==> src/hw/irq_code_consts.svh <==
// Interrupt codes, phase encodings and timing counts for the transfer interrupt encoder.
`ifndef IRQ_CODE_CONSTS_SVH
`define IRQ_CODE_CONSTS_SVH

`define CODE_DMA_PAR       8'h21
`define CODE_MPU_PAR       8'h22
`define CODE_SCSI_PAR      8'h24
`define CODE_SCSI_DMA_PAR  8'h25
`define CODE_SCSI_MPU_PAR  8'h26
`define CODE_OFFSET        8'h29
`define CODE_SHORT_PERIOD  8'h2A
`define CODE_OFFSET_SHORT  8'h2B
`define CODE_REQACK_TMO    8'h2C
`define CODE_BUS_FREE      8'h31
`define CODE_PHASE_ERR     8'h32
`define CODE_ATN_STOP      8'h42
`define CODE_ATN_STOP_MSG  8'h43
`define CODE_INIT_PH       8'h54
`define CODE_INIT_PH_MSG   8'h55
`define CODE_INIT_PH_STS   8'h56
`define CODE_NONE          8'h00

// SCSI phase encoding as {msg, cd, io}.
`define PH_DATA_OUT        3'h0
`define PH_DATA_IN         3'h1
`define PH_STATUS          3'h3
`define PH_MSG_OUT         3'h6
`define PH_MSG_IN          3'h7

// Longest REQ/ACK period, in controller clocks, that the receiver cannot keep pace with.
`define MIN_PERIOD_CYC     8'h02

`endif

==> src/hw/irq_code_pkg.sv <==
// Types shared by the transfer interrupt encoder.
package irq_code_pkg;

	typedef enum logic [2:0] {
		ST_IDLE     = 3'b000,
		ST_XFER     = 3'b001,
		ST_MISMATCH = 3'b010,
		ST_MSG_WAIT = 3'b011,
		ST_STS_WAIT = 3'b100,
		ST_DIN_TAKE = 3'b101,
		ST_STOP_MSG = 3'b110
	} seq_state_t;

endpackage

==> src/hw/sync2.sv <==
// Two flip-flop synchroniser for a bundle of pin levels.
module sync2 #(
	parameter int WIDTH = 1
) (
	// Clock and reset
	input  wire logic             ref_clk,
	input  wire logic             resetn,
	// Data
	input  wire logic [WIDTH-1:0] din,
	output logic      [WIDTH-1:0] dout
);

	logic [WIDTH-1:0] stage1;

	always_ff @(posedge ref_clk or negedge resetn) begin
		if (!resetn) begin
			stage1 <= '0;
			dout   <= '0;
		end else begin
			stage1 <= din;
			dout   <= stage1;
		end
	end

endmodule

==> src/hw/sync_monitor.sv <==
// Synchronous offset and REQ/ACK period checker.
`include "irq_code_consts.svh"
module sync_monitor (
	// Clock and reset
	input  wire logic       ref_clk,
	input  wire logic       resetn,
	// Transfer control
	input  wire logic       active,
	input  wire logic [4:0] offset_limit,
	// Handshake events
	input  wire logic       req_edge,
	input  wire logic       ack_edge,
	// Results
	output logic            offset_err,
	output logic            period_err
);

	logic [5:0] outstanding;
	logic [7:0] gap;

	// Outstanding count rises on each REQ and falls on each ACK sent back.
	always_ff @(posedge ref_clk or negedge resetn) begin
		if (!resetn) begin
			outstanding <= 6'h00;
		end else if (!active) begin
			outstanding <= 6'h00;
		end else if (req_edge && !ack_edge) begin
			outstanding <= outstanding + 6'h01;
		end else if (ack_edge && !req_edge && outstanding != 6'h00) begin
			outstanding <= outstanding - 6'h01;
		end
	end

	always_ff @(posedge ref_clk or negedge resetn) begin
		if (!resetn) begin
			gap <= 8'hFF;
		end else if (!active || req_edge) begin
			gap <= 8'h00;
		end else if (gap != 8'hFF) begin
			gap <= gap + 8'h01;
		end
	end

	assign offset_err = active && req_edge && (outstanding >= {1'b0, offset_limit});
	assign period_err = active && req_edge && (gap < `MIN_PERIOD_CYC);

endmodule

==> src/hw/xfer_irq_encoder.sv <==
// Transfer and phase-transition interrupt code encoder of the protocol_controller.
//
// Operation
// - SCSI-side parity fault in current phase gives code 24h.
// - Host-side parity fault in programmed data phase gives code 22h.
// - DMA-side parity fault in DMA data phase gives code 21h.
// - Host and SCSI parity faults together give code 26h.
// - DMA and SCSI parity faults together give code 25h.
// - More outstanding synchronous REQs than offset gives code 29h.
// - Synchronous REQ period too short gives code 2Ah.
// - Offset and short period together give code 2Bh.
// - REQ/ACK wait beyond programmed timeout gives code 2Ch.
// - Bus free during a transfer gives code 31h.
// - Unexpected phase change during a transfer gives code 32h.
// - First REQ phase differing from command phase gives code 54h.
// - Mismatch then one message-in byte gives code 55h.
// - Mismatch then one status byte gives code 56h.
// - Attention blocking a phase transition gives code 42h.
// - Data phase halting at block boundary, holding register empty, gives 42h.
// - Attention or boundary stop then one message-out byte gives code 43h.
// - Mismatch with data-in, asynchronous: accept exactly one byte.
// - Mismatch with data-in, synchronous: take bytes per REQ, no ACK.
// - Codes 55h, 56h, 43h only with automatic receive mode on.
// - Code 42h only with automatic receive mode off.
`include "irq_code_consts.svh"
module xfer_irq_encoder
	import irq_code_pkg::*;
(
	// Clock and reset
	input  wire logic       ref_clk,
	input  wire logic       resetn,
	// SCSI bus pins
	input  wire logic       scsi_req,
	input  wire logic       scsi_bsy,
	input  wire logic       scsi_sel,
	input  wire logic       scsi_atn,
	input  wire logic [2:0] scsi_phase,
	// Command control from the sequencer
	input  wire logic       cmd_start,
	input  wire logic [2:0] cmd_phase,
	input  wire logic       cmd_done,
	input  wire logic       dma_mode,
	input  wire logic       sync_mode,
	input  wire logic [4:0] offset_limit,
	input  wire logic [15:0] timeout_limit,
	input  wire logic       auto_receive,
	// Data path status
	input  wire logic       ack_sent,
	input  wire logic       byte_taken,
	input  wire logic       scsi_par_err,
	input  wire logic       mpu_par_err,
	input  wire logic       dma_par_err,
	input  wire logic       block_boundary,
	input  wire logic       data_reg_empty,
	// Handshake control back to the sequencer
	output logic            ack_inhibit,
	output logic            accept_byte,
	// Host side
	input  wire logic       code_read,
	output logic [7:0]      irq_code,
	output logic            irq_req
);

	// ----------------------------------------------------------------
	// Pin synchronisation
	// ----------------------------------------------------------------
	logic [6:0] pins_s;
	logic       req_s;
	logic       bsy_s;
	logic       sel_s;
	logic       atn_s;
	logic [2:0] phase_s;
	logic       req_d;
	logic       req_edge;

	sync2 #(.WIDTH(7)) u_pin_sync (
		.ref_clk (ref_clk),
		.resetn  (resetn),
		.din     ({scsi_req, scsi_bsy, scsi_sel, scsi_atn, scsi_phase}),
		.dout    (pins_s)
	);

	assign {req_s, bsy_s, sel_s, atn_s, phase_s} = pins_s;

	always_ff @(posedge ref_clk or negedge resetn) begin
		if (!resetn) begin
			req_d <= 1'b0;
		end else begin
			req_d <= req_s;
		end
	end

	assign req_edge = req_s && !req_d;

	// ----------------------------------------------------------------
	// Sequence state
	// ----------------------------------------------------------------
	seq_state_t state;
	seq_state_t next_state;
	logic       first_req_seen;
	logic       phase_mismatch;
	logic       bus_free;
	logic       atn_block;
	logic       boundary_stop;
	logic       in_data_phase;
	logic       offset_err;
	logic       period_err;
	logic       timed_out;
	logic [15:0] wait_cnt;
	logic       din_byte_done;

	assign bus_free       = !bsy_s && !sel_s;
	assign in_data_phase  = (cmd_phase == `PH_DATA_OUT) || (cmd_phase == `PH_DATA_IN);
	assign phase_mismatch = req_edge && (phase_s != cmd_phase);
	assign atn_block      = atn_s && cmd_done;
	assign boundary_stop  = in_data_phase && block_boundary && data_reg_empty;

	sync_monitor u_sync_mon (
		.ref_clk      (ref_clk),
		.resetn       (resetn),
		.active       ((state == ST_XFER) && sync_mode),
		.offset_limit (offset_limit),
		.req_edge     (req_edge),
		.ack_edge     (ack_sent),
		.offset_err   (offset_err),
		.period_err   (period_err)
	);

	// Waiting time for the next REQ while a transfer runs.
	always_ff @(posedge ref_clk or negedge resetn) begin
		if (!resetn) begin
			wait_cnt <= 16'h0000;
		end else if (state != ST_XFER || req_edge) begin
			wait_cnt <= 16'h0000;
		end else if (wait_cnt != 16'hFFFF) begin
			wait_cnt <= wait_cnt + 16'h0001;
		end
	end

	assign timed_out = (timeout_limit != 16'h0000) && (wait_cnt == timeout_limit);

	always_ff @(posedge ref_clk or negedge resetn) begin
		if (!resetn) begin
			first_req_seen <= 1'b0;
		end else if (cmd_start) begin
			first_req_seen <= 1'b0;
		end else if (state == ST_XFER && req_edge) begin
			first_req_seen <= 1'b1;
		end
	end

	// One data byte closes the mismatch hold in asynchronous mode only.
	assign din_byte_done = !sync_mode && byte_taken;

	// ----------------------------------------------------------------
	// Event selection
	// ----------------------------------------------------------------
	logic       event_hit;
	logic [7:0] event_code;

	function automatic logic [7:0] parity_code(input logic scsi_e, input logic side_e,
		input logic dma);
		if (scsi_e && side_e) begin
			parity_code = dma ? `CODE_SCSI_DMA_PAR : `CODE_SCSI_MPU_PAR;
		end else if (side_e) begin
			parity_code = dma ? `CODE_DMA_PAR : `CODE_MPU_PAR;
		end else begin
			parity_code = `CODE_SCSI_PAR;
		end
	endfunction

	always_comb begin
		next_state = state;
		event_hit  = 1'b0;
		event_code = `CODE_NONE;
		case (state)
			ST_IDLE: begin
				if (cmd_start) begin
					next_state = ST_XFER;
				end
			end
			ST_XFER: begin
				if (bus_free) begin
					event_hit  = 1'b1;
					event_code = `CODE_BUS_FREE;
					next_state = ST_IDLE;
				end else if (scsi_par_err ||
					(in_data_phase && (dma_mode ? dma_par_err : mpu_par_err))) begin
					event_hit  = 1'b1;
					event_code = parity_code(scsi_par_err,
						in_data_phase && (dma_mode ? dma_par_err : mpu_par_err), dma_mode);
					next_state = ST_IDLE;
				end else if (offset_err || period_err) begin
					event_hit  = 1'b1;
					event_code = (offset_err && period_err) ? `CODE_OFFSET_SHORT :
						(offset_err ? `CODE_OFFSET : `CODE_SHORT_PERIOD);
					next_state = ST_IDLE;
				end else if (timed_out) begin
					event_hit  = 1'b1;
					event_code = `CODE_REQACK_TMO;
					next_state = ST_IDLE;
				end else if (phase_mismatch && !first_req_seen) begin
					if (auto_receive && phase_s == `PH_MSG_IN) begin
						next_state = ST_MSG_WAIT;
					end else if (auto_receive && phase_s == `PH_STATUS) begin
						next_state = ST_STS_WAIT;
					end else if (phase_s == `PH_DATA_IN) begin
						next_state = ST_DIN_TAKE;
					end else begin
						event_hit  = 1'b1;
						event_code = `CODE_INIT_PH;
						next_state = ST_IDLE;
					end
				end else if (phase_mismatch) begin
					event_hit  = 1'b1;
					event_code = `CODE_PHASE_ERR;
					next_state = ST_IDLE;
				end else if (atn_block || boundary_stop) begin
					if (auto_receive) begin
						next_state = ST_STOP_MSG;
					end else begin
						event_hit  = 1'b1;
						event_code = `CODE_ATN_STOP;
						next_state = ST_IDLE;
					end
				end else if (cmd_done) begin
					next_state = ST_IDLE;
				end
			end
			ST_MSG_WAIT: begin
				if (byte_taken) begin
					event_hit  = 1'b1;
					event_code = `CODE_INIT_PH_MSG;
					next_state = ST_IDLE;
				end
			end
			ST_STS_WAIT: begin
				if (byte_taken) begin
					event_hit  = 1'b1;
					event_code = `CODE_INIT_PH_STS;
					next_state = ST_IDLE;
				end
			end
			ST_DIN_TAKE: begin
				if (din_byte_done || (sync_mode && bus_free)) begin
					event_hit  = 1'b1;
					event_code = `CODE_INIT_PH;
					next_state = ST_IDLE;
				end else if (sync_mode && phase_s != `PH_DATA_IN) begin
					event_hit  = 1'b1;
					event_code = `CODE_INIT_PH;
					next_state = ST_IDLE;
				end
			end
			ST_STOP_MSG: begin
				if (byte_taken && phase_s == `PH_MSG_OUT) begin
					event_hit  = 1'b1;
					event_code = `CODE_ATN_STOP_MSG;
					next_state = ST_IDLE;
				end
			end
			default: begin
				next_state = ST_IDLE;
			end
		endcase
	end

	always_ff @(posedge ref_clk or negedge resetn) begin
		if (!resetn) begin
			state <= ST_IDLE;
		end else begin
			state <= next_state;
		end
	end

	// ----------------------------------------------------------------
	// Byte intake after an initial mismatch
	// ----------------------------------------------------------------
	// Synchronous data-in is drained one byte per REQ with ACK held off, so the
	// target's offset window fills and the bus stalls instead of losing data.
	// The REQ pulse that reveals the mismatch carries a byte as well, so it is taken too.
	assign accept_byte = ((state == ST_DIN_TAKE) && (sync_mode ? req_edge : req_s)) ||
		(sync_mode && state == ST_XFER && next_state == ST_DIN_TAKE);
	assign ack_inhibit = sync_mode &&
		((state == ST_DIN_TAKE) || (state == ST_XFER && next_state == ST_DIN_TAKE));

	// ----------------------------------------------------------------
	// Host-visible code
	// ----------------------------------------------------------------
	// A new event in the read cycle wins so that it is not lost.
	always_ff @(posedge ref_clk or negedge resetn) begin
		if (!resetn) begin
			irq_code <= `CODE_NONE;
			irq_req  <= 1'b0;
		end else if (event_hit) begin
			irq_code <= event_code;
			irq_req  <= 1'b1;
		end else if (code_read) begin
			irq_req  <= 1'b0;
		end
	end

endmodule

==> config.mk <==
export PLATFORM = sky130hd
export DESIGN_NAME = xfer_irq_encoder
export DESIGN_NICKNAME = d
export VERILOG_FILES = /design/src/hw/irq_code_pkg.sv /design/src/hw/sync2.sv /design/src/hw/sync_monitor.sv /design/src/hw/xfer_irq_encoder.sv
export VERILOG_INCLUDE_DIRS = /design/src /design/src/hw
export SDC_FILE = /design/constraint.sdc
export NUM_CORES = 1
export LEC_CHECK = 0
export ABC_CLOCK_PERIOD_IN_PS = 3450
export BUFFER_PORTS_ARGS = -buffer_cell sky130_fd_sc_hd__buf_2
export CAP_MARGIN = 20
export CORE_MARGIN = 2
export CORE_UTILIZATION = 57
export CTS_CLUSTER_DIAMETER = 200
export CTS_CLUSTER_SIZE = 20
export DETAILED_ROUTE_END_ITERATION = 7
export PLACE_DENSITY = 0.78
export SLEW_MARGIN = 20
export SYNTH_ARGS = -nofsm -noshare
export SYNTH_HDL_FRONTEND = slang
export SYNTH_SLANG_ARGS = --single-unit
==> constraint.sdc <==
create_clock -name ref_clk -period 3.45 [get_ports ref_clk]
set_clock_uncertainty 0.15 [all_clocks]
set_input_delay 0.69 -clock ref_clk [delete_from_list [all_inputs] [get_ports ref_clk]]
set_output_delay 0.69 -clock ref_clk [all_outputs]
set_load 0.02 [all_outputs]
==> flow_summary.html, run 1 <==
<table>
<tr><th>Metric</th><th>Value</th></tr>
<tr><th colspan="2">Timing</th></tr>
<tr><td>Final setup viols</td><td>0</td></tr>
<tr><td>Transition time of the tightest slew-check pin</td><td>819 ps</td></tr>
<tr><td>Number of pins with negative max-slew slack in the final report</td><td>0</td></tr>
<tr><td>Final Critical Period</td><td>3300 ps</td></tr>
<tr><td>Max Freq</td><td>303 MHz</td></tr>
<tr><td>RSZ-0062 raised after global routing</td><td>no</td></tr>
<tr><td>Ratio of final minimum period to clock period</td><td>95.8%</td></tr>
<tr><td>Count of endpoints failing hold in the final timing report</td><td>0</td></tr>
<tr><td>Headroom to the max-slew limit</td><td>44.5%</td></tr>
<tr><td>TNS Setup</td><td>0 ps</td></tr>
<tr><th colspan="2">Finish</th></tr>
<tr><td>ANT cells</td><td>0</td></tr>
<tr><td>Area added between synthesis and finish</td><td>17.4%</td></tr>
<tr><td>Layout Utilization</td><td>69.0%</td></tr>
<tr><td>FF/Latch Area</td><td>1440 um^2</td></tr>
<tr><td>Number of fill cells in the layout</td><td>480</td></tr>
<tr><td>Number of standard cells in the layout, taps in and fillers out</td><td>527</td></tr>
<tr><td>Number of nets in the final layout</td><td>505</td></tr>
<tr><td>Fraction of layout instances using a drive strength above 1</td><td>21.9%</td></tr>
<tr><td>Total area of multi-input combinational cells</td><td>1950 um^2</td></tr>
<tr><td>Cell area after layout</td><td>4080 um^2</td></tr>
<tr><th colspan="2">Power and ir drop</th></tr>
<tr><td>Leakage</td><td>1.75 nW</td></tr>
<tr><td>Power Dens Cells</td><td>414 nW/um^2</td></tr>
<tr><td>Switching fraction of total power</td><td>29.8%</td></tr>
<tr><td>Switch Pwr</td><td>503 uW</td></tr>
<tr><td>Max IR drop VDD</td><td>0.211 mV</td></tr>
<tr><td>Share of total power in sequential cells</td><td>44.6%</td></tr>
<tr><td>Combinational share of power</td><td>20.1%</td></tr>
<tr><td>Fraction of power consumed by the clock network</td><td>35.3%</td></tr>
<tr><td>Tot Pwr</td><td>1.69 mW</td></tr>
<tr><td>Cell-internal power</td><td>1.19 mW</td></tr>
<tr><th colspan="2">Drt</th></tr>
<tr><td>TritonRoute pass-1 iters</td><td>4</td></tr>
<tr><td>Via-to-Cell Ratio</td><td>5.90</td></tr>
<tr><td>Vias</td><td>3,108</td></tr>
<tr><td>Average detailed-routed wire length per instance</td><td>15.3 um</td></tr>
<tr><td>Final wirelength</td><td>8090 um</td></tr>
<tr><td>Residual DRC count</td><td>0</td></tr>
<tr><td>Final ANT Viol Nets</td><td>0</td></tr>
<tr><td>First DRT Iteration DRCs</td><td>156</td></tr>
<tr><th colspan="2">CTS</th></tr>
<tr><td># H-tree levels</td><td>3</td></tr>
<tr><td>Worst-skew pair later-pin latency</td><td>330 ps</td></tr>
<tr><td>Number of buffers added to fix hold violations after cts</td><td>0</td></tr>
<tr><td>Num CTS Buffers</td><td>9</td></tr>
<tr><td>Num Clock Sinks</td><td>57</td></tr>
<tr><td>Clock slew seen by the registers of the worst setup and hold paths</td><td>70 ps</td></tr>
<tr><td>Cell at the root of the clock tree</td><td>clkbuf_8</td></tr>
<tr><td>Deepest clock path buffer count</td><td>2</td></tr>
<tr><td>Clock tree from TritonCTS</td><td>done</td></tr>
<tr><th colspan="2">Logic synthesis</th></tr>
<tr><td>Portion of the post-synthesis area used by sequential elements</td><td>41.3%</td></tr>
<tr><td>Synthesized area per cell</td><td>9.16 um^2</td></tr>
<tr><td>Most frequently used flop master after synthesis</td><td>dfrtp_1</td></tr>
<tr><td>Number of storage elements in the synthesis netlist</td><td>57</td></tr>
<tr><td>Count of distinct cell types in the synthesized netlist</td><td>66</td></tr>
<tr><td>Nets in the synthesized netlist</td><td>438</td></tr>
<tr><td>Summed instance area of the synthesized netlist</td><td>3480 um^2</td></tr>
<tr><td>Share of synthesized registers carrying an async set or reset</td><td>100%</td></tr>
<tr><td>Cells after synthesis</td><td>380</td></tr>
<tr><td>Post-synth EDFFs</td><td>0</td></tr>
<tr><td>Number of warnings printed during yosys synthesis</td><td>0</td></tr>
<tr><th colspan="2">Global routing</th></tr>
<tr><td>First-pass GRT wire length</td><td>13,300 um</td></tr>
<tr><td>Number of antenna violations at the first check in global routing</td><td>0</td></tr>
<tr><td>Pin count of the biggest net entering global routing</td><td>25</td></tr>
<tr><td>Number of global-route vias before repair</td><td>2,988</td></tr>
<tr><td>GRT Overall Usage</td><td>26.0%</td></tr>
<tr><td>Total congestion overflow</td><td>0</td></tr>
<tr><th colspan="2">Placed design</th></tr>
<tr><td>Count of input and output buffers</td><td>55</td></tr>
<tr><td>Placer's final routability congestion estimate</td><td>0.913</td></tr>
<tr><td>Cell area after placement</td><td>3870 um^2</td></tr>
<tr><td>DPL Wire Length</td><td>6250 um</td></tr>
<tr><td>Placed Instances</td><td>510</td></tr>
<tr><th colspan="2">Min path</th></tr>
<tr><td>Classification of the worst-slack hold path</td><td>primary input to async pin</td></tr>
<tr><th colspan="2">Worst setup path</th></tr>
<tr><td>Register-to-register path setup slack</td><td>650 ps</td></tr>
<tr><td>Reg-to-reg startpoint</td><td>req_d$_DFF_PN0_</td></tr>
<tr><td>Reg2Reg Depth</td><td>10</td></tr>
<tr><td>CP Data Arrival Time</td><td>2460 ps</td></tr>
<tr><td>Startpoint Class</td><td>flip-flop</td></tr>
<tr><td>Req. time, crit path</td><td>2610 ps</td></tr>
<tr><td>Critical path type</td><td>flip-flop to output port</td></tr>
<tr><td>Crit. End Element</td><td>output port</td></tr>
<tr><td>Reg2Reg Capture Point</td><td>u_sync_mon.outstanding[5]$_DFFE_PN0P_</td></tr>
<tr><td>Worst-path fanout max</td><td>4</td></tr>
<tr><th colspan="2">Floorplanning</th></tr>
<tr><td>Area enclosed by the die boundary</td><td>6750 um^2</td></tr>
<tr><td>Std cell rows</td><td>28</td></tr>
<tr><td>Initial core utilization</td><td>58.8%</td></tr>
<tr><td>Die Ht</td><td>82.1 um</td></tr>
<tr><td>Number of primary I/O pins</td><td>57</td></tr>
<tr><td>Placeable core region</td><td>5920 um^2</td></tr>
<tr><td>Overall die width</td><td>82.1 um</td></tr>
<tr><th colspan="2">Flow run</th></tr>
<tr><td>Max capacitance violation total</td><td>0</td></tr>
<tr><th colspan="2">Outcome</th></tr>
<tr><td>Outcome</td><td>finished clean</td></tr>
</table>
[state kept, by name (all words and copies together) (netlist names)]
name                    flops
first_req_seen              1
irq_code                    7
irq_req                     1
req_d                       1
state                       3
u_pin_sync.dout             7
u_pin_sync.stage1           7
u_sync_mon.gap              8
u_sync_mon.outstanding      6
wait_cnt                   16
[cell usage in the layout (no fill, tap or decap), drive strengths merged, types with 8 or more instances in the layout]
master,instances
clkbuf,10
nand3,22
buf,65
ha,11
a21oi,18
dfrtp,49
dfstp,8
o21ai,19
nand4,13
inv,18
nor2,50
nand2,23
xnor2,29
[area by class of cell]
type / count / area share (%)
clock inverters: 6 / 1.44
inverters: 18 / 1.65
flip-flops and latches: 57 / 35.2
well taps: 75 / 2.30
repair buffers: 65 / 8.58
clock buffers: 10 / 3.12
multi-input cells: 296 / 47.7
[synth_stat cells, types with 2 or more instances]
master / count / area, um^2
a211oi_1: 4 / 30.0
a21o_1: 3 / 22.5
a21oi_1: 18 / 90.1
a311o_1: 2 / 20.0
a31o_1: 3 / 26.3
a31oi_1: 4 / 25.0
a32oi_1: 2 / 17.5
and2_1: 3 / 18.8
and3_1: 7 / 43.8
clkbuf_1: 5 / 18.8
dfrtp_1: 49 / 1230
dfstp_2: 8 / 210
ha_1: 11 / 138
inv_1: 18 / 67.6
mux2i_1: 6 / 60.1
nand2_1: 23 / 86.3
nand2b_1: 7 / 43.8
nand3_1: 22 / 110
nand4_1: 13 / 81.3
nor2_1: 50 / 188
nor2b_1: 4 / 25.0
nor3_1: 6 / 30.0
nor3b_1: 3 / 22.5
nor4_1: 5 / 31.3
o211ai_1: 3 / 22.5
o21a_1: 2 / 15.0
o21ai_0: 16 / 80.1
o21ai_1: 2 / 10.0
o21ba_2: 2 / 20.0
o311ai_1: 3 / 26.3
o31ai_1: 3 / 22.5
o41a_1: 2 / 22.5
or2_2: 2 / 12.5
or3_1: 3 / 18.8
xnor2_1: 29 / 254
xor2_1: 7 / 61.3
[kinds of logic after synthesis]
| group | after synthesis | share of synthesized area [%] |
|---|---|---|
| other | 1 | 0.108 |
| AOI/OAI and AO/OA | 80 | 15.9 |
| and+or+nand+nor | 160 | 23.8 |
| buffers and inverters | 27 | 3.27 |
| xor gates and xnor gates | 36 | 9.06 |
| DFF | 57 | 41.3 |
| muxes | 7 | 2.05 |
| adders and majority gates | 12 | 4.53 |
[worst max path at each step]
stage	from	end	depth (start not counted)
after global placement	offset_limit[0]	ack_inhibit	9
final	u_sync_mon.outstanding[0]$_DFFE_PN0P_	ack_inhibit	9
after detailed placement	offset_limit[0]	ack_inhibit	9
after floorplan	offset_limit[0]	ack_inhibit	7
after global routing	u_sync_mon.outstanding[0]$_DFFE_PN0P_	ack_inhibit	9
after CTS	u_sync_mon.outstanding[0]$_DFFE_PN0P_	ack_inhibit	9
[metrics by stage]
stage	hold slack (ps)	setup slack, ps
6_report	132	146
3_3_place_gp	182	39.1
4_1_cts	138	58.3
5_1_grt	161	13.2
3_5_place_dp	186	-56.8
2_1_floorplan	181	326
[power by group through the flow]
stage                     Sequential [mW]  Clock [mW]  Combinational (mW)
after detailed placement            0.767           0               0.334
after global routing                0.758       0.640               0.377
final                               0.755       0.596               0.340
after global placement              0.763           0               0.328
after floorplan                     0.789           0               0.178
after CTS                           0.755       0.605               0.340
[layer usage]
| metal | vias up | global-route usage (%) | wire [um] |
|---|---|---|---|
| li1 | 1507 | - | - |
| met5 | - | 0 | 0 |
| met2 | 113 | 43.7 | 3850 |
| met3 | 18 | 5.54 | 463 |
| met1 | 1470 | 32.9 | 3570 |
| met4 | 0 | 10.3 | 203 |
[what timing repair did]
action,in CTS,in global routing
resized for setup,2,2
buffers inserted,0,1
setup endpoints to repair,2,2
pin swaps,0,1
[worst max-delay path, cell delays in order (launching register included)]
cell	delay (ps)
dfrtp_1	420
inv_1	120
ha_1	230
nand2b_1	170
a2111oi_4	390
o21ai_1	150
a21oi_1	210
nand4_1	140
o31ai_1	100
buf_2	200
(Power assumes the default switching activity.)
==> run 2: changes to the inputs <==
--- a/config.mk
+++ b/config.mk
@@ -14,6 +14,7 @@
 export CTS_CLUSTER_DIAMETER = 200
 export CTS_CLUSTER_SIZE = 20
 export DETAILED_ROUTE_END_ITERATION = 7
+export GPL_TIMING_DRIVEN = 0
 export PLACE_DENSITY = 0.78
 export SLEW_MARGIN = 20
 export SYNTH_ARGS = -nofsm -noshare
==> flow_summary.html, run 2 (synthesis results as in run 1) <==
<table>
<tr><th>Metric</th><th>Value</th></tr>
<tr><th colspan="2">Worst setup path</th></tr>
<tr><td>Req. time, crit path</td><td>2610 ps (about the same)</td></tr>
<tr><td>Startpoint Class</td><td>flip-flop</td></tr>
<tr><td>Reg2Reg Capture Point</td><td>u_sync_mon.outstanding[5]$_DFFE_PN0P_</td></tr>
<tr><td>Reg2Reg Depth</td><td>10 (unchanged)</td></tr>
<tr><td>Worst-path fanout max</td><td>4 (unchanged)</td></tr>
<tr><td>Critical path type</td><td>flip-flop to output port</td></tr>
<tr><td>CP Data Arrival Time</td><td>2470 ps (about the same)</td></tr>
<tr><td>Crit. End Element</td><td>output port</td></tr>
<tr><td>Reg-to-reg startpoint</td><td>req_d$_DFF_PN0_</td></tr>
<tr><td>Register-to-register path setup slack</td><td>440 ps (-210 ps)</td></tr>
<tr><th colspan="2">Global routing</th></tr>
<tr><td>Total congestion overflow</td><td>0 (unchanged)</td></tr>
<tr><td>First-pass GRT wire length</td><td>13,500 um (+1.6%)</td></tr>
<tr><td>GRT Overall Usage</td><td>26.1% (+0.085 points)</td></tr>
<tr><td>Number of antenna violations at the first check in global routing</td><td>0 (unchanged)</td></tr>
<tr><td>Pin count of the biggest net entering global routing</td><td>58 (+130%)</td></tr>
<tr><td>Number of global-route vias before repair</td><td>2,992 (+0.13%)</td></tr>
<tr><th colspan="2">Timing</th></tr>
<tr><td>Minimum hold slack</td><td>191 ps (+58.5 ps)</td></tr>
<tr><td>Transition time of the tightest slew-check pin</td><td>779 ps (-40.3 ps)</td></tr>
<tr><td>Count of endpoints failing hold in the final timing report</td><td>0 (unchanged)</td></tr>
<tr><td>Final setup viols</td><td>0 (unchanged)</td></tr>
<tr><td>Max Freq</td><td>302 MHz (-0.11%)</td></tr>
<tr><td>Ratio of final minimum period to clock period</td><td>95.9% (+0.11 points)</td></tr>
<tr><td>Headroom to the max-slew limit</td><td>47.3% (+2.7 points)</td></tr>
<tr><td>Number of pins with negative max-slew slack in the final report</td><td>0 (unchanged)</td></tr>
<tr><td>Final Critical Period</td><td>3310 ps (+3.69 ps)</td></tr>
<tr><td>Final critical-path setup slack</td><td>143 ps (-3.69 ps)</td></tr>
<tr><td>TNS Setup</td><td>0 ps (unchanged)</td></tr>
<tr><th colspan="2">CTS</th></tr>
<tr><td># H-tree levels</td><td>3 (unchanged)</td></tr>
<tr><td>Clock slew seen by the registers of the worst setup and hold paths</td><td>70 ps (about the same)</td></tr>
<tr><td>Deepest clock path buffer count</td><td>2 (unchanged)</td></tr>
<tr><td>Worst-skew pair later-pin latency</td><td>340 ps (about the same)</td></tr>
<tr><td>Number of buffers added to fix hold violations after cts</td><td>0 (unchanged)</td></tr>
<tr><td>Cell at the root of the clock tree</td><td>clkbuf_8</td></tr>
<tr><td>Clock tree from TritonCTS</td><td>done</td></tr>
<tr><td>Num Clock Sinks</td><td>57 (unchanged)</td></tr>
<tr><td>Num CTS Buffers</td><td>9 (unchanged)</td></tr>
<tr><th colspan="2">Finish</th></tr>
<tr><td>Total area of multi-input combinational cells</td><td>1960 um^2 (+0.39%)</td></tr>
<tr><td>Leading cell types in the layout, fill and taps excluded</td><td>55 x buf_2, 49 x nor2_1, 49 x dfrtp_1, 29 x xnor2_1, 23 x nand2_1</td></tr>
<tr><td>Number of nets in the final layout</td><td>506 (+0.20%)</td></tr>
<tr><td>Register ranked first by flip-flop count</td><td>wait_cnt</td></tr>
<tr><td>Commonest non-fill, non-tap cell in the layout</td><td>buf_2</td></tr>
<tr><td>Number of fill cells in the layout</td><td>475 (-1.0%)</td></tr>
<tr><td>Fraction of layout instances using a drive strength above 1</td><td>21.6% (-0.27 points)</td></tr>
<tr><td>Area added between synthesis and finish</td><td>19.2%</td></tr>
<tr><td>Number of standard cells in the layout, taps in and fillers out</td><td>528 (+0.19%)</td></tr>
<tr><td>Layout Utilization</td><td>70.0% (+1.1 points)</td></tr>
<tr><td>FF/Latch Area</td><td>1440 um^2 (unchanged)</td></tr>
<tr><td>ANT cells</td><td>0 (unchanged)</td></tr>
<tr><td>Top flop regs</td><td>wait_cnt x16, u_sync_mon.gap x8</td></tr>
<tr><td>Cell area after layout</td><td>4150 um^2 (+1.5%)</td></tr>
<tr><td>Flip-flop count of the largest register, all copies and words added</td><td>16 (unchanged)</td></tr>
<tr><th colspan="2">Placed design</th></tr>
<tr><td>Placed Instances</td><td>510 (unchanged)</td></tr>
<tr><td>Pre-CTS WS</td><td>-227 ps (-170 ps)</td></tr>
<tr><td>DPL Wire Length</td><td>6010 um (-3.9%)</td></tr>
<tr><td>Placer's final routability congestion estimate</td><td>0.917 (+0.44%)</td></tr>
<tr><td>Cell area after placement</td><td>3850 um^2 (-0.49%)</td></tr>
<tr><td>Count of input and output buffers</td><td>55 (unchanged)</td></tr>
<tr><th colspan="2">Min path</th></tr>
<tr><td>Critical hold path startpoint</td><td>u_pin_sync.stage1[5]$_DFF_PN0_</td></tr>
<tr><td>Hold Crit Depth</td><td>0</td></tr>
<tr><td>Classification of the worst-slack hold path</td><td>flip-flop to flip-flop</td></tr>
<tr><td>WHS Endpoint</td><td>u_pin_sync.dout[5]$_DFF_PN0_</td></tr>
<tr><th colspan="2">Drt</th></tr>
<tr><td>Residual DRC count</td><td>0 (unchanged)</td></tr>
<tr><td>Final ANT Viol Nets</td><td>0 (unchanged)</td></tr>
<tr><td>Vias</td><td>3,149 (+1.3%)</td></tr>
<tr><td>TritonRoute pass-1 iters</td><td>5 (+1)</td></tr>
<tr><td>Average detailed-routed wire length per instance</td><td>15.5 um (+0.88%)</td></tr>
<tr><td>Final wirelength</td><td>8170 um (+1.1%)</td></tr>
<tr><td>First DRT Iteration DRCs</td><td>285 (+83%)</td></tr>
<tr><td>Via-to-Cell Ratio</td><td>5.96 (+1.1%)</td></tr>
<tr><th colspan="2">Power and ir drop</th></tr>
<tr><td>Tot Pwr</td><td>1.89 mW (+12%)</td></tr>
<tr><td>Power Dens Cells</td><td>455 nW/um^2 (+10%)</td></tr>
<tr><td>Leakage</td><td>1.75 nW (+0.41%)</td></tr>
<tr><td>Max IR drop VDD</td><td>0.241 mV (+14%)</td></tr>
<tr><th colspan="2">Floorplanning</th></tr>
<tr><td>Std cell rows</td><td>28 (unchanged)</td></tr>
<tr><td>Die Ht</td><td>82.1 um (unchanged)</td></tr>
<tr><td>Number of primary I/O pins</td><td>57 (unchanged)</td></tr>
<tr><td>Overall die width</td><td>82.1 um (unchanged)</td></tr>
<tr><td>Area enclosed by the die boundary</td><td>6750 um^2 (unchanged)</td></tr>
<tr><td>Placeable core region</td><td>5920 um^2 (unchanged)</td></tr>
<tr><td>Initial core utilization</td><td>58.8% (unchanged)</td></tr>
<tr><th colspan="2">Flow run</th></tr>
<tr><td>Max capacitance violation total</td><td>0 (unchanged)</td></tr>
<tr><th colspan="2">Outcome</th></tr>
<tr><td>Outcome</td><td>finished clean</td></tr>
</table>
run 2: cell count changes in the layout (fill, tap and decap cells not counted), sizes merged:
cell	change
clkinv	-5
clkinvlp	+2
inv	+1
bufinv	+2
clkbuf	+5
buf	-4
run 2: how the worst max path moves through the flow:
stage                                     startpoint          end  slack (ps)  cells past startpoint
2_1_floorplan                        offset_limit[0]  ack_inhibit         330                      7
3_3_place_gp                         offset_limit[0]  ack_inhibit        -240                      9
3_5_place_dp                         offset_limit[0]  ack_inhibit        -230                      9
4_1_cts        u_sync_mon.outstanding[0]$_DFFE_PN0P_  ack_inhibit          10                      9
5_1_grt        u_sync_mon.outstanding[0]$_DFFE_PN0P_  ack_inhibit         -30                      9
6_report       u_sync_mon.outstanding[0]$_DFFE_PN0P_  ack_inhibit         140                      9
run 2: layout make-up:
| cell class | count | share of cell area, % |
|---|---|---|
| timing repair buffer | 57 | 7.06 |
| clock buffer | 10 | 3.32 |
| inverter | 18 | 1.63 |
| multi-input combinational | 296 | 47.2 |
| tap | 75 | 2.26 |
| clock inverter | 6 | 2.75 |
| sequential | 57 | 34.6 |
| buffer | 9 | 1.15 |
run 2: power breakdown:
part           internal, mW  switching (mW)  total, mW
Combinational         0.142           0.203      0.345
Sequential            0.715          0.0364      0.752
Clock                 0.502           0.289      0.790
run 2: repair_timing:
action	in CTS	in global routing
endpoints found under the setup margin	2	2
buffers inserted	0	2
pin swaps	0	3
hold endpoints to repair	0	0
resized for setup	4	4
run 2: critical path, cell delays in order, from the launching register on:
cell and delay [ps]:
dfrtp_1 420, inv_1 120, ha_1 230, nand2b_1 180
a2111oi_4 390, o21ai_2 140, a21oi_2 180, nand4_1 160
o31ai_1 110, buf_2 200
run 2: routing by layer:
metal / GRT usage (%) / wire length (um)
met1: 32.3 / 3570
met5: 0 / 0
met4: 12.0 / 189
met2: 43.9 / 3940
met3: 5.33 / 475
